==> src/rtl/pmx_regs.svh <==
// register offsets, field positions, reset values and strap codes of the
// programmable function pin multiplexer.
// assumes byte addressing on a 32-bit avalon slave, one word per register.
`ifndef PMX_REGS_SVH
`define PMX_REGS_SVH

// register byte offsets
`define PMX_REG_MODE 5'h00
`define PMX_REG_HOSTADDR 5'h04
`define PMX_REG_PORTSTAT 5'h08
`define PMX_REG_GPIO_OUT 5'h0C
`define PMX_REG_GPIO_OE 5'h10
`define PMX_REG_GPIO_IN 5'h14
`define PMX_REG_SERIAL 5'h18

// hub address register fields: usb 2.0 in [6:0], usb 3.1 gen 1 in [14:8]
`define PMX_USB2_ADDR_LSB 0
`define PMX_USB3_ADDR_LSB 8
// port status: speed pairs in [7:0], charge pairs in [15:8], two bits a port
`define PMX_SPEED_LSB 0
`define PMX_CHARGE_LSB 8
// serial control bits: request-to-send and terminal-ready asserted
`define PMX_SER_RTS_BIT 0
`define PMX_SER_DTR_BIT 1
// serial status bits: clear-to-send, carrier-detect, set-ready asserted
`define PMX_SER_CTS_BIT 8
`define PMX_SER_DCD_BIT 9
`define PMX_SER_DSR_BIT 10

// reset values
`define PMX_HOSTADDR_RST 16'h0000
`define PMX_PORTSTAT_RST 16'h0000
`define PMX_GPIO_OUT_RST 7'h00
`define PMX_GPIO_OE_RST 7'h00
`define PMX_SERIAL_RST 2'h0

// decoded strap codes from the resistor sense front end
`define PMX_STRAP_SPEED 3'h3
`define PMX_STRAP_GPIO 3'h4
`define PMX_STRAP_CHARGE 3'h5
`define PMX_STRAP_SERIAL 3'h6

`endif

==> src/rtl/pmx_pkg.sv <==
// types shared by the programmable function pin multiplexer.
// assumes the constants of pmx_regs.svh are included where needed.
package pmx_pkg;

  // pin assignment selected by the strap
  typedef enum logic [2:0] {
    PMX_MODE_NONE,
    PMX_MODE_SPEED,
    PMX_MODE_GPIO,
    PMX_MODE_CHARGE,
    PMX_MODE_SERIAL
  } pmx_mode_t;

  // seven function pins, index 0 is pin 1
  typedef struct packed {
    logic [6:0] out;
    logic [6:0] oe;
  } pmx_pins_t;

  // open-drain management lines
  typedef struct packed {
    logic mgmt_serial_data;
    logic mgmt_serial_clock;
  } pmx_od_t;

  // avalon-mm request from the master
  typedef struct packed {
    logic [4:0] address;
    logic read;
    logic write;
    logic [31:0] writedata;
    logic [3:0] byteenable;
  } pmx_av_req_t;

endpackage

==> src/rtl/pmx_pin_mux.sv <==
// programmable function pin multiplexer for strap configurations 3 to 6,
// with its avalon-mm register slave.
// assumes one clock, a synchronous active-low reset and pin inputs that are
// already synchronous to clk_sys; pads resolve out/oe into the wire level.
//
// The Avalon-MM interface to the registers and the register offsets were chosen for this implementation.
`timescale 1ns/100ps
`include "pmx_regs.svh"

// Function
// - the strap code selects speed, gpio, charging or full serial mode.
// - speed mode drives pins 1,2,3,6 as port 1-4 speed: off, low for 2.0/1.1, high for gen 1.
// - speed mode drives pin 7 with host type: off, low for a gen 1 host, high for 2.0/1.1.
// - a usb 2.0 host counts as present when its hub address is non-zero.
// - a gen 1 host counts as present when its hub address is non-zero.
// - speed and serial modes route pins 4 and 5 to the open-drain management lines.
// - gpio mode makes all seven pins bidirectional general-purpose lines.
// - gpio mode maps pins 1-7 to general lines 1,2,3,6,8,10,11.
// - charging mode drives pins 1-4: off when disabled, low in bc 1.2, high when enabled.
// - charging mode makes pins 5-7 general lines 8,10,11.
// - serial mode puts rts on 1, cts on 2, dcd on 3, dtr on 6 and dsr on 7.
module pmx_pin_mux (
  // clock and reset
  input wire logic clk_sys,
  input wire logic resetn,
  // strap code from the resistor sense front end
  input wire logic [2:0] strap_sel,
  // avalon-mm slave
  input wire pmx_pkg::pmx_av_req_t avs_req,
  output logic [31:0] avs_readdata,
  output logic avs_waitrequest,
  // function pins
  input wire logic [6:0] pin_in,
  output pmx_pkg::pmx_pins_t pins,
  // management serial core side
  input wire pmx_pkg::pmx_od_t mgmt_drive_low,
  output pmx_pkg::pmx_od_t mgmt_line
);
  import pmx_pkg::*;

  // byte-lane merge of a write into a register word
  function automatic logic [31:0] be_merge(input logic [31:0] old_w,
                                           input logic [31:0] new_w,
                                           input logic [3:0] be);
    logic [31:0] res;
    res = old_w;
    for (int i = 0; i < 4; i++) begin
      if (be[i]) begin
        res[i*8 +: 8] = new_w[i*8 +: 8];
      end
    end
    return res;
  endfunction

  // latched configuration
  pmx_mode_t mode_r;
  pmx_mode_t mode_nxt;
  logic cfg_valid_r;

  // software registers
  logic [15:0] hostaddr_r;
  logic [15:0] portstat_r;
  logic [6:0] gpio_out_r;
  logic [6:0] gpio_oe_r;
  logic [1:0] serial_r;
  logic [31:0] readdata_r;
  logic ack_r;

  // pin drive
  pmx_pins_t pins_r;
  pmx_pins_t pins_nxt;

  // strap decode into a mode; anything else leaves the pins floating
  always_comb begin
    case (strap_sel)
      `PMX_STRAP_SPEED: mode_nxt = PMX_MODE_SPEED;
      `PMX_STRAP_GPIO: mode_nxt = PMX_MODE_GPIO;
      `PMX_STRAP_CHARGE: mode_nxt = PMX_MODE_CHARGE;
      `PMX_STRAP_SERIAL: mode_nxt = PMX_MODE_SERIAL;
      default: mode_nxt = PMX_MODE_NONE;
    endcase
  end

  // take the strap on the first edge after release and never again
  always_ff @(posedge clk_sys) begin
    if (!resetn) begin
      mode_r <= PMX_MODE_NONE;
      cfg_valid_r <= 1'b0;
    end else if (!cfg_valid_r) begin
      mode_r <= mode_nxt;
      cfg_valid_r <= 1'b1;
    end
  end

  // mode flags
  wire is_speed = (mode_r == PMX_MODE_SPEED);
  wire is_gpio = (mode_r == PMX_MODE_GPIO);
  wire is_charge = (mode_r == PMX_MODE_CHARGE);
  wire is_serial = (mode_r == PMX_MODE_SERIAL);

  // host presence from the two hub address registers
  wire [6:0] usb2_addr = hostaddr_r[`PMX_USB2_ADDR_LSB +: 7];
  wire [6:0] usb3_addr = hostaddr_r[`PMX_USB3_ADDR_LSB +: 7];
  wire usb2_host = (usb2_addr != 7'h00);
  wire usb3_host = (usb3_addr != 7'h00);

  // per-port pairs: bit 0 drives the pin, bit 1 is its level
  wire [7:0] speed_st = portstat_r[`PMX_SPEED_LSB +: 8];
  wire [7:0] charge_st = portstat_r[`PMX_CHARGE_LSB +: 8];

  // serial control, asserted means pin low
  wire rts_on = serial_r[`PMX_SER_RTS_BIT];
  wire dtr_on = serial_r[`PMX_SER_DTR_BIT];
  // inputs read as asserted on a low level; floating pins would read random
  wire cts_on = is_serial & ~pin_in[1];
  wire dcd_on = is_serial & ~pin_in[2];
  wire dsr_on = is_serial & ~pin_in[6];

  // pin selection per mode
  always_comb begin
    pins_nxt.out = 7'h00;
    pins_nxt.oe = 7'h00;
    case (mode_r)
      PMX_MODE_SPEED: begin
        pins_nxt.oe[0] = speed_st[0];
        pins_nxt.out[0] = speed_st[1];
        pins_nxt.oe[1] = speed_st[2];
        pins_nxt.out[1] = speed_st[3];
        pins_nxt.oe[2] = speed_st[4];
        pins_nxt.out[2] = speed_st[5];
        pins_nxt.oe[5] = speed_st[6];
        pins_nxt.out[5] = speed_st[7];
        // gen 1 wins when both addresses are set: the link trained at 5g
        pins_nxt.oe[6] = usb2_host | usb3_host;
        pins_nxt.out[6] = ~usb3_host;
        pins_nxt.oe[3] = mgmt_drive_low.mgmt_serial_data;
        pins_nxt.oe[4] = mgmt_drive_low.mgmt_serial_clock;
      end
      PMX_MODE_GPIO: begin
        pins_nxt.out = gpio_out_r;
        pins_nxt.oe = gpio_oe_r;
      end
      PMX_MODE_CHARGE: begin
        for (int p = 0; p < 4; p++) begin
          pins_nxt.oe[p] = charge_st[2*p];
          pins_nxt.out[p] = charge_st[2*p+1];
        end
        pins_nxt.out[6:4] = gpio_out_r[6:4];
        pins_nxt.oe[6:4] = gpio_oe_r[6:4];
      end
      PMX_MODE_SERIAL: begin
        pins_nxt.oe[0] = 1'b1;
        pins_nxt.out[0] = ~rts_on;
        pins_nxt.oe[5] = 1'b1;
        pins_nxt.out[5] = ~dtr_on;
        pins_nxt.oe[3] = mgmt_drive_low.mgmt_serial_data;
        pins_nxt.oe[4] = mgmt_drive_low.mgmt_serial_clock;
      end
      default: begin
        pins_nxt.out = 7'h00;
        pins_nxt.oe = 7'h00;
      end
    endcase
  end

  // registered pin drive, all floating in reset
  always_ff @(posedge clk_sys) begin
    if (!resetn) begin
      pins_r <= '0;
    end else begin
      pins_r <= pins_nxt;
    end
  end

  assign pins = pins_r;

  // management line levels seen by the serial core; released high elsewhere
  wire mgmt_routed = is_speed | is_serial;
  assign mgmt_line.mgmt_serial_data = mgmt_routed ? pin_in[3] : 1'b1;
  assign mgmt_line.mgmt_serial_clock = mgmt_routed ? pin_in[4] : 1'b1;

  // bus decode: one wait state, answer on the cycle after the request
  wire avs_req_on = avs_req.read | avs_req.write;
  wire [4:0] avs_off = {avs_req.address[4:2], 2'b00};
  wire wr_go = ack_r & avs_req.write;
  wire sel_hostaddr = (avs_off == `PMX_REG_HOSTADDR);
  wire sel_portstat = (avs_off == `PMX_REG_PORTSTAT);
  wire sel_gpio_out = (avs_off == `PMX_REG_GPIO_OUT);
  wire sel_gpio_oe = (avs_off == `PMX_REG_GPIO_OE);
  wire sel_serial = (avs_off == `PMX_REG_SERIAL);
  wire [31:0] wmerge_hostaddr = be_merge({16'h0000, hostaddr_r}, avs_req.writedata,
                                         avs_req.byteenable);
  wire [31:0] wmerge_portstat = be_merge({16'h0000, portstat_r}, avs_req.writedata,
                                         avs_req.byteenable);
  wire [31:0] wmerge_gpio_out = be_merge({25'h0, gpio_out_r}, avs_req.writedata,
                                         avs_req.byteenable);
  wire [31:0] wmerge_gpio_oe = be_merge({25'h0, gpio_oe_r}, avs_req.writedata,
                                        avs_req.byteenable);
  wire [31:0] wmerge_serial = be_merge({30'h0, serial_r}, avs_req.writedata,
                                       avs_req.byteenable);

  // read word; unmapped offsets read zero
  logic [31:0] rd_word;
  always_comb begin
    rd_word = 32'h00000000;
    case (avs_off)
      `PMX_REG_MODE: rd_word = {23'h0, cfg_valid_r, 5'h00, mode_r};
      `PMX_REG_HOSTADDR: rd_word = {16'h0000, hostaddr_r};
      `PMX_REG_PORTSTAT: rd_word = {16'h0000, portstat_r};
      `PMX_REG_GPIO_OUT: rd_word = {25'h0, gpio_out_r};
      `PMX_REG_GPIO_OE: rd_word = {25'h0, gpio_oe_r};
      `PMX_REG_GPIO_IN: rd_word = {25'h0, pin_in};
      `PMX_REG_SERIAL: rd_word = {21'h0, dsr_on, dcd_on, cts_on, 6'h00, serial_r};
      default: rd_word = 32'h00000000;
    endcase
  end

  // handshake and read capture
  always_ff @(posedge clk_sys) begin
    if (!resetn) begin
      ack_r <= 1'b0;
      readdata_r <= 32'h00000000;
    end else begin
      ack_r <= avs_req_on & ~ack_r;
      if (avs_req.read & ~ack_r) begin
        readdata_r <= rd_word;
      end
    end
  end

  assign avs_waitrequest = avs_req_on & ~ack_r;
  assign avs_readdata = readdata_r;

  // writable registers; writes to read-only or unmapped offsets are dropped
  always_ff @(posedge clk_sys) begin
    if (!resetn) begin
      hostaddr_r <= `PMX_HOSTADDR_RST;
      portstat_r <= `PMX_PORTSTAT_RST;
      gpio_out_r <= `PMX_GPIO_OUT_RST;
      gpio_oe_r <= `PMX_GPIO_OE_RST;
      serial_r <= `PMX_SERIAL_RST;
    end else if (wr_go) begin
      if (sel_hostaddr) begin
        hostaddr_r <= wmerge_hostaddr[15:0] & 16'h7F7F;
      end
      if (sel_portstat) begin
        portstat_r <= wmerge_portstat[15:0];
      end
      if (sel_gpio_out) begin
        gpio_out_r <= wmerge_gpio_out[6:0];
      end
      if (sel_gpio_oe) begin
        gpio_oe_r <= wmerge_gpio_oe[6:0];
      end
      if (sel_serial) begin
        serial_r <= wmerge_serial[1:0];
      end
    end
  end
endmodule

==> config.mk <==
export PLATFORM = sky130hd
export DESIGN_NAME = pmx_pin_mux
export DESIGN_NICKNAME = d
export VERILOG_FILES = /design/src/rtl/pmx_pkg.sv /design/src/rtl/pmx_pin_mux.sv
export VERILOG_INCLUDE_DIRS = /design/src /design/src/rtl
export SDC_FILE = /design/constraint.sdc
export NUM_CORES = 1
export LEC_CHECK = 0
export ABC_CLOCK_PERIOD_IN_PS = 2200
export BUFFER_PORTS_ARGS = -buffer_cell sky130_fd_sc_hd__buf_2
export CAP_MARGIN = 20
export CORE_ASPECT_RATIO = 2
export CORE_UTILIZATION = 59
export CTS_BUF_LIST = sky130_fd_sc_hd__clkbuf_8
export CTS_CLUSTER_SIZE = 30
export DETAILED_ROUTE_END_ITERATION = 8
export PLACE_DENSITY = 0.86
export SLEW_MARGIN = 5
export SYNTH_ARGS = -nofsm -noshare
export SYNTH_HDL_FRONTEND = slang
export SYNTH_SLANG_ARGS = --single-unit
==> constraint.sdc <==
create_clock -name clk_sys -period 2.2 [get_ports clk_sys]
set_clock_uncertainty 0.1 [all_clocks]
set_input_delay 0.44 -clock clk_sys [delete_from_list [all_inputs] [get_ports clk_sys]]
set_output_delay 0.44 -clock clk_sys [all_outputs]
set_load 0.01 [all_outputs]
### Yosys cells after proc, flatten, opt, wreduce, memory -nomap -nowiden

Cells that the tools add are included.

* logic and storage cells: 68
* register bits after elaboration: 97

* equality and inequality tests: 14
* reduce and logical (&&, ||, !) cells: 11
* muxes and demuxes: 14
* bitwise gates (word level): 16

Operators by type and width (count)
* 16-bit case mux with 7 select lines: 1
* 3-bit case mux with 4 select lines: 2
* 3-bit equality test, second input constant: 7
* 3-bit AND reduction: 7
* 3-bit by 2-bit equality test with 1-bit output, second input constant: 5
* 7-bit nonzero test: 2
* 2-bit case mux with 3 select lines: 2
* 1-bit case mux with 4 select lines: 2
* 1-bit inverter: 7
* 1-bit AND: 6
* 3-bit by 1-bit equality test with 1-bit output, second input constant: 2
* 5-bit logical NOT: 1
* 1-bit case mux with 2 select lines: 2
* 2-bit case mux with 2 select lines: 1
* 1-bit 2-to-1 mux: 3
* 1-bit bitwise OR: 3
* 1-bit case mux with 3 select lines: 1
* 2-bit OR reduction: 1

### Logic depth before layout (Yosys ltp)

Gate-level depths: netlist of run 1.

* word-level depth: 3
* depth in mapped cells: 6
* gate-level depth less buffers: 4

### Worst setup path before layout of run 1

Ideal clock, no wire load.

* kind: register to output
* start point: register mode_r[1]
* end point: output port mgmt_line[0] (netlist name)
* slack: 479 ps
* data arrival time: 1181 ps
* stages on the path, launching flop included: 5
* data required time: 1660 ps
* path buffers: 3
* cell sequence: dfxtp_1 -> clkbuf_1 -> buf_2 -> buf_2 -> or3_1

RTL lines
* start, declared: line pmx_pin_mux.sv:56 `pmx_mode_t mode_r;`
* start signal, assigned: line pmx_pin_mux.sv:90 `mode_r <= mode_nxt;`
* end, declared: line pmx_pin_mux.sv:37 `output pmx_pkg::pmx_od_t mgmt_line`

==> results of run 1 <==
state kept, by name, summed over array words and instances (netlist names):
name,cells
ack_r,1
avs_readdata,16
cfg_valid_r,1
gpio_oe_r,7
gpio_out_r,7
hostaddr_r,14
mode_r,3
pins,14
portstat_r,16
serial_r,2
cell families after synthesis:
| logic type | after synthesis | synth area share [%] |
|---|---|---|
| compound gates | 95 | 17.3 |
| flops | 81 | 41.2 |
| simple gates | 134 | 20.7 |
| buf+inv | 49 | 7.34 |
| xor+xnor | 2 | 0.445 |
| other cells | 1 | 0.0952 |
| mux | 50 | 13.0 |
layout by cell type, fill, tap and decap left out, drive strengths merged, types with 6 or more instances in the layout:
cell type and n:
clkbuf 11, nor2 14, mux2 9, and2 10
dfxtp 81, a21oi 6, nand2b 7, a22o 8
nand2 28, a21boi 16, conb 16, nor2b 48
o21ai 21, nor3 7, mux2i 41, a22oi 18
buf 93
power groups by stage:
stage	Sequential, W	Combinational, W	Clock [W]
after floorplan	0.00153	0.000193	0
after global placement	0.00153	0.000271	0
after detailed placement	0.00153	0.000276	0
after CTS	0.00150	0.000278	0.00121
after global routing	0.00150	0.000302	0.00128
final	0.00150	0.000283	0.00121
cell type report:
cell class	instances	share of cell area, %
multi-input combinational	297	45.7
clock inverter	5	1.56
timing repair buffer	93	11.5
clock buffer	11	3.32
inverter	1	0.0822
sequential	81	35.5
tap	86	2.36
per-layer routing:
layer  share of wire (%)  vias up  wire length (µm)  track usage, %
li1                    -     1573                 -               -
met1                  36     1604              3750            32.5
met2                  52      155              5360            52.5
met3                 4.9       49               507            5.82
met4                 6.9        0               713            25.0
met5                   0        -                 0               0
worst min-delay path by stage:
stage | slack [ns] | endpoint
CTS | 0.23 | hostaddr_r[8]
detailed placement | 0.35 | avs_readdata[6]
finish | 0.24 | portstat_r[10]
floorplan | 0.37 | avs_readdata[15]
global route | 0.24 | hostaddr_r[13]
global placement | 0.35 | avs_readdata[15]
stage by stage:
step / hold slack [ns] / cells / power (W) / utilization, %
after floorplan: 0.366 / 427 / 0.00172 / -
after global placement: 0.353 / 558 / 0.00180 / 68.3
after detailed placement: 0.353 / 558 / 0.00181 / 68.3
after CTS: 0.233 / 574 / 0.00299 / 71.8
after global routing: 0.240 / 574 / 0.00308 / 71.8
final: 0.239 / 574 / 0.00298 / 71.8
tightest hold or removal path, cell delays in order:
cell      delay [ns]
buf_2           0.10
nand2_1         0.05
a21boi_0        0.06
==> results.json, run 1 <==
{
  "status": "finished, final reports clean",
  "cts_buffers": 9,
  "reg2regPathDepth": 4,
  "hold_viol_final": 0,
  "critPathKind": "reg2out",
  "clockBufferDepth": 2,
  "dp_slack_ns": 0.113,
  "die_h_um": 118,
  "syn_avg_cell_area_um2": 9.56,
  "yosysTopAreaCell": "dfxtp_1",
  "dr.pass1.iters": 4,
  "wire_per_inst_um": 18.0,
  "slowest_stage": "dfxtp_1",
  "power.switching_w": 0.000698,
  "p_comb_share_pct": 9.5,
  "crit_path_start_kind": "register",
  "drv_cap": 0,
  "h-tree-depth": 3,
  "slowest_delay_ns": 0.54,
  "worst_slack_ns": 0.167,
  "die_x_um": 59.8,
  "clkPwrFrac_pct": 40.4,
  "pin_count": 106,
  "antenna_found_initial": 0,
  "synth-seq-cells": 81,
  "cts_root_buf": "clkbuf_8",
  "worstMarginPinSlew_ns": 0.712,
  "crit_path_start": "mode_r[1]",
  "worst_slew_margin_rel_pct": 52.5,
  "clkSlewWorstSetupHoldPaths_ns": 0.08,
  "post_cts_buffers": 0,
  "dieArea_um2": 7030,
  "cts_tree": "yes",
  "intPower_w": 0.00229,
  "setup_viol": 0,
  "hp-class": "in2reg",
  "yosys-top-cells-area": "dfxtp_1, mux2i_1, nor2b_1",
  "ys_types": 52,
  "rsz0062_at_grt": "no",
  "grt_pass1_wl_mm": 16.4,
  "core-area_um2": 6360,
  "drt-initial-drc-count": 146,
  "cts_resized": 0,
  "cts_hold_buf": 0,
  "cp_num_cells": 2,
  "crit_arrival_ns": 1.49,
  "yosysSeqAreaShare_pct": 41.2,
  "detail_route.wirelength_mm": 10.3,
  "crit_end": "mgmt_line[1]",
  "ys_top_cells_by_count": "dfxtp_1, nor2b_1, mux2i_1",
  "areaGrowthSynthToFinish_pct": 15.9,
  "swShare_pct": 23.4,
  "power_leakage_nw": 1.84,
  "rows": 41,
  "netlist_area_um2": 3940,
  "nFillCells": 508,
  "path_buf_inv": 1,
  "drt-vias-per-instance": 5.89,
  "place.gp.congestion": 0.962,
  "synthArstFlopShare_pct": 0,
  "ir_drop_mv": 0.642,
  "synth-edff-count": 0,
  "reg2reg_from": "ack_r",
  "seq_power_share_pct": 50.1,
  "crit_chain": "or3_1, buf_2",
  "ys_warn_count": 0,
  "finalInstanceArea_um2": 4570,
  "synthCells": 412,
  "period_needed_ns": 2.03,
  "end_kind": "output pin",
  "crit_path_max_fanout": 20,
  "slew_violations": 0,
  "clock_latency_ns": 0.36,
  "worstPathRequired_ns": 1.66,
  "min_from": "avs_req[14]",
  "start_util_pct": 61.9,
  "seqCellArea_um2": 1620,
  "fin_tns_setup_ns": 0,
  "grt_remaining_overflow": 0,
  "grt_use_total_pct": 31.5,
  "antenna_left": 0,
  "whs_path_depth": 3,
  "placed_area_um2": 4340,
  "yosysMostFrequentCell": "dfxtp_1",
  "reg2reg_setup_slack_ns": 0.32,
  "max_clock_freq_mhz": 492,
  "drc": 0,
  "multi_input_area_um2": 2090,
  "dominantRegCellSynth": "dfxtp_1",
  "yosysTopAreaCellShare_pct": 41.2,
  "grt_pass1_vias": 3366,
  "clkSinkCount": 81,
  "power.density_nw_per_um2": 653,
  "vias": 3381,
  "r2r-end": "gpio_oe_r[4]",
  "dp_hpwl_mm": 7.81,
  "finalNetCount": 540,
  "path_delay_family": "flip-flops",
  "io_buffers": 69,
  "min_period_over_period_pct": 92.4,
  "diodes": 0,
  "grt_max_degree": 26,
  "drive_gt1_share_pct": 25.2
}
Power figures use the tool's default switching activity.
==> run 2: changes to the inputs <==
--- a/config.mk
+++ b/config.mk
@@ -15,6 +15,7 @@
 export CTS_CLUSTER_SIZE = 30
 export DETAILED_ROUTE_END_ITERATION = 8
 export PLACE_DENSITY = 0.86
+export RECOVER_POWER = 50
 export SLEW_MARGIN = 5
 export SYNTH_ARGS = -nofsm -noshare
 export SYNTH_HDL_FRONTEND = slang
==> run 2 against run 1 <==
Compared with the run above:
- via count down 0.15%
- critical path depth unchanged
- hold slack worse by 0.00074 ns
- sequential share of layout area up 0.67 points
- sequential power about the same
- first-iteration DRC count increased by 24%
- register-to-register slack about the same
- combinational power is 3% lower
==> results.json, run 2 (synthesis results as in run 1) <==
{
  "status": "finished, final reports clean",
  "final_core_util_pct": 70.5,
  "ir_drop_mv": 0.641,
  "crit_path_max_fanout": 20,
  "core-area_um2": 6360,
  "drt-initial-drc-count": 181,
  "dr.pass1.iters": 5,
  "grt_use_met1_pct": 32.5,
  "crit_chain": "or3_1, buf_2",
  "worstPathRequired_ns": 1.66,
  "dp_hpwl_mm": 7.81,
  "clock_latency_ns": 0.36,
  "start_util_pct": 61.9,
  "h-tree-depth": 3,
  "worstMarginPinSlew_ns": 0.989,
  "dp.cells": 558,
  "cts_root_buf": "clkbuf_8",
  "worst_slew_margin_rel_pct": 34.1,
  "clockBufferDepth": 2,
  "pin_count": 106,
  "hold_viol_final": 0,
  "die_h_um": 118,
  "rows": 41,
  "grt_pass1_wl_mm": 16.4,
  "cts_hold_buf": 0,
  "rsz0062_at_grt": "no",
  "mostFrequentLayoutCell": "dfxtp_1",
  "end_kind": "output pin",
  "grt_use_total_pct": 31.5,
  "fin_tns_setup_ns": 0,
  "place.gp.congestion": 0.962,
  "grt_remaining_overflow": 0,
  "grt_pass1_vias": 3366,
  "drt-vias-per-instance": 5.88,
  "areaGrowthSynthToFinish_pct": 13.8,
  "die_x_um": 59.8,
  "grtUsageMet3_pct": 5.82,
  "finalInstanceArea_um2": 4480,
  "post_cts_buffers": 0,
  "slowest_delay_ns": 0.54,
  "busiest_layer": "met2",
  "grt_max_degree": 26,
  "final_cell_mix": "dfxtp_1, nor2b_1, mux2i_1",
  "crit_arrival_ns": 1.49,
  "io_buffers": 69,
  "cts_buffers": 9,
  "slowest_stage": "dfxtp_1",
  "finalNetCount": 540,
  "multi_input_area_um2": 2060,
  "placed_area_um2": 4340,
  "power.density_nw_per_um2": 664,
  "final_cells": 574,
  "cts_tree": "yes",
  "fin_hold_ws_ns": 0.238,
  "hp-class": "in2reg",
  "antenna_found_initial": 0,
  "vias": 3376,
  "reg2reg_setup_slack_ns": 0.33,
  "wire_per_inst_um": 18.0,
  "period_needed_ns": 2.03,
  "critPathKind": "reg2out",
  "cts_resized": 0,
  "power_leakage_nw": 1.68,
  "clkSlewWorstSetupHoldPaths_ns": 0.08,
  "dieArea_um2": 7030,
  "nFillCells": 541,
  "grt.met2_usage_pct": 52.5,
  "detail_route.wirelength_mm": 10.3,
  "drive_gt1_share_pct": 17.2,
  "crit_path_start_kind": "register",
  "min_period_over_period_pct": 92.2,
  "max_clock_freq_mhz": 493,
  "diodes": 0,
  "slew_violations": 0,
  "drv_cap": 0,
  "seqCellArea_um2": 1620,
  "antenna_left": 0,
  "setup_viol": 0,
  "drc": 0,
  "clkSinkCount": 81
}
[run 2: metal layers]
layer	part of all wire (%)	wire length (µm)
met1	35	3670
met2	53	5440
met3	5.3	546
met4	6.6	679
met5	0	0
[run 2: worst paths after layout]
kind | end | cells past startpoint | startpoint
max | mgmt_line[1] | 2 | mode_r[1]
min | hostaddr_r[13] | 3 | avs_req[17]
max reg2reg | gpio_out_r[1] | 5 | ack_r
min reg2reg | avs_readdata[15] | 2 | avs_readdata[15]
[run 2: through the flow]
step	total power [W]	setup slack [ns]
final	0.00298	0.171
after global routing	0.00307	0.0982
after CTS	0.00299	0.165
after detailed placement	0.00181	0.113
after global placement	0.00180	0.184
after floorplan	0.00172	0.479
[run 2: worst max-delay path, delay by kind of cell, from the launching register on]
family | cells | cell delay [ns]
buffers and inverters | 1 | 0.14
flip-flops | 1 | 0.54
AND/OR/NAND/NOR | 1 | 0.45
[run 2: power by group]
group	internal [W]	switching [W]
clock	0.000690	0.000515
sequential	0.00148	0.0000165
combinational	0.000112	0.000162
[run 2: layout make-up]
cell class | instances | area share (%)
multi-input combinational | 297 | 45.9
clock inverter | 5 | 1.59
clock buffer | 11 | 3.38
timing repair buffer | 93 | 10.4
tap | 86 | 2.40
inverter | 1 | 0.0838
sequential | 81 | 36.2
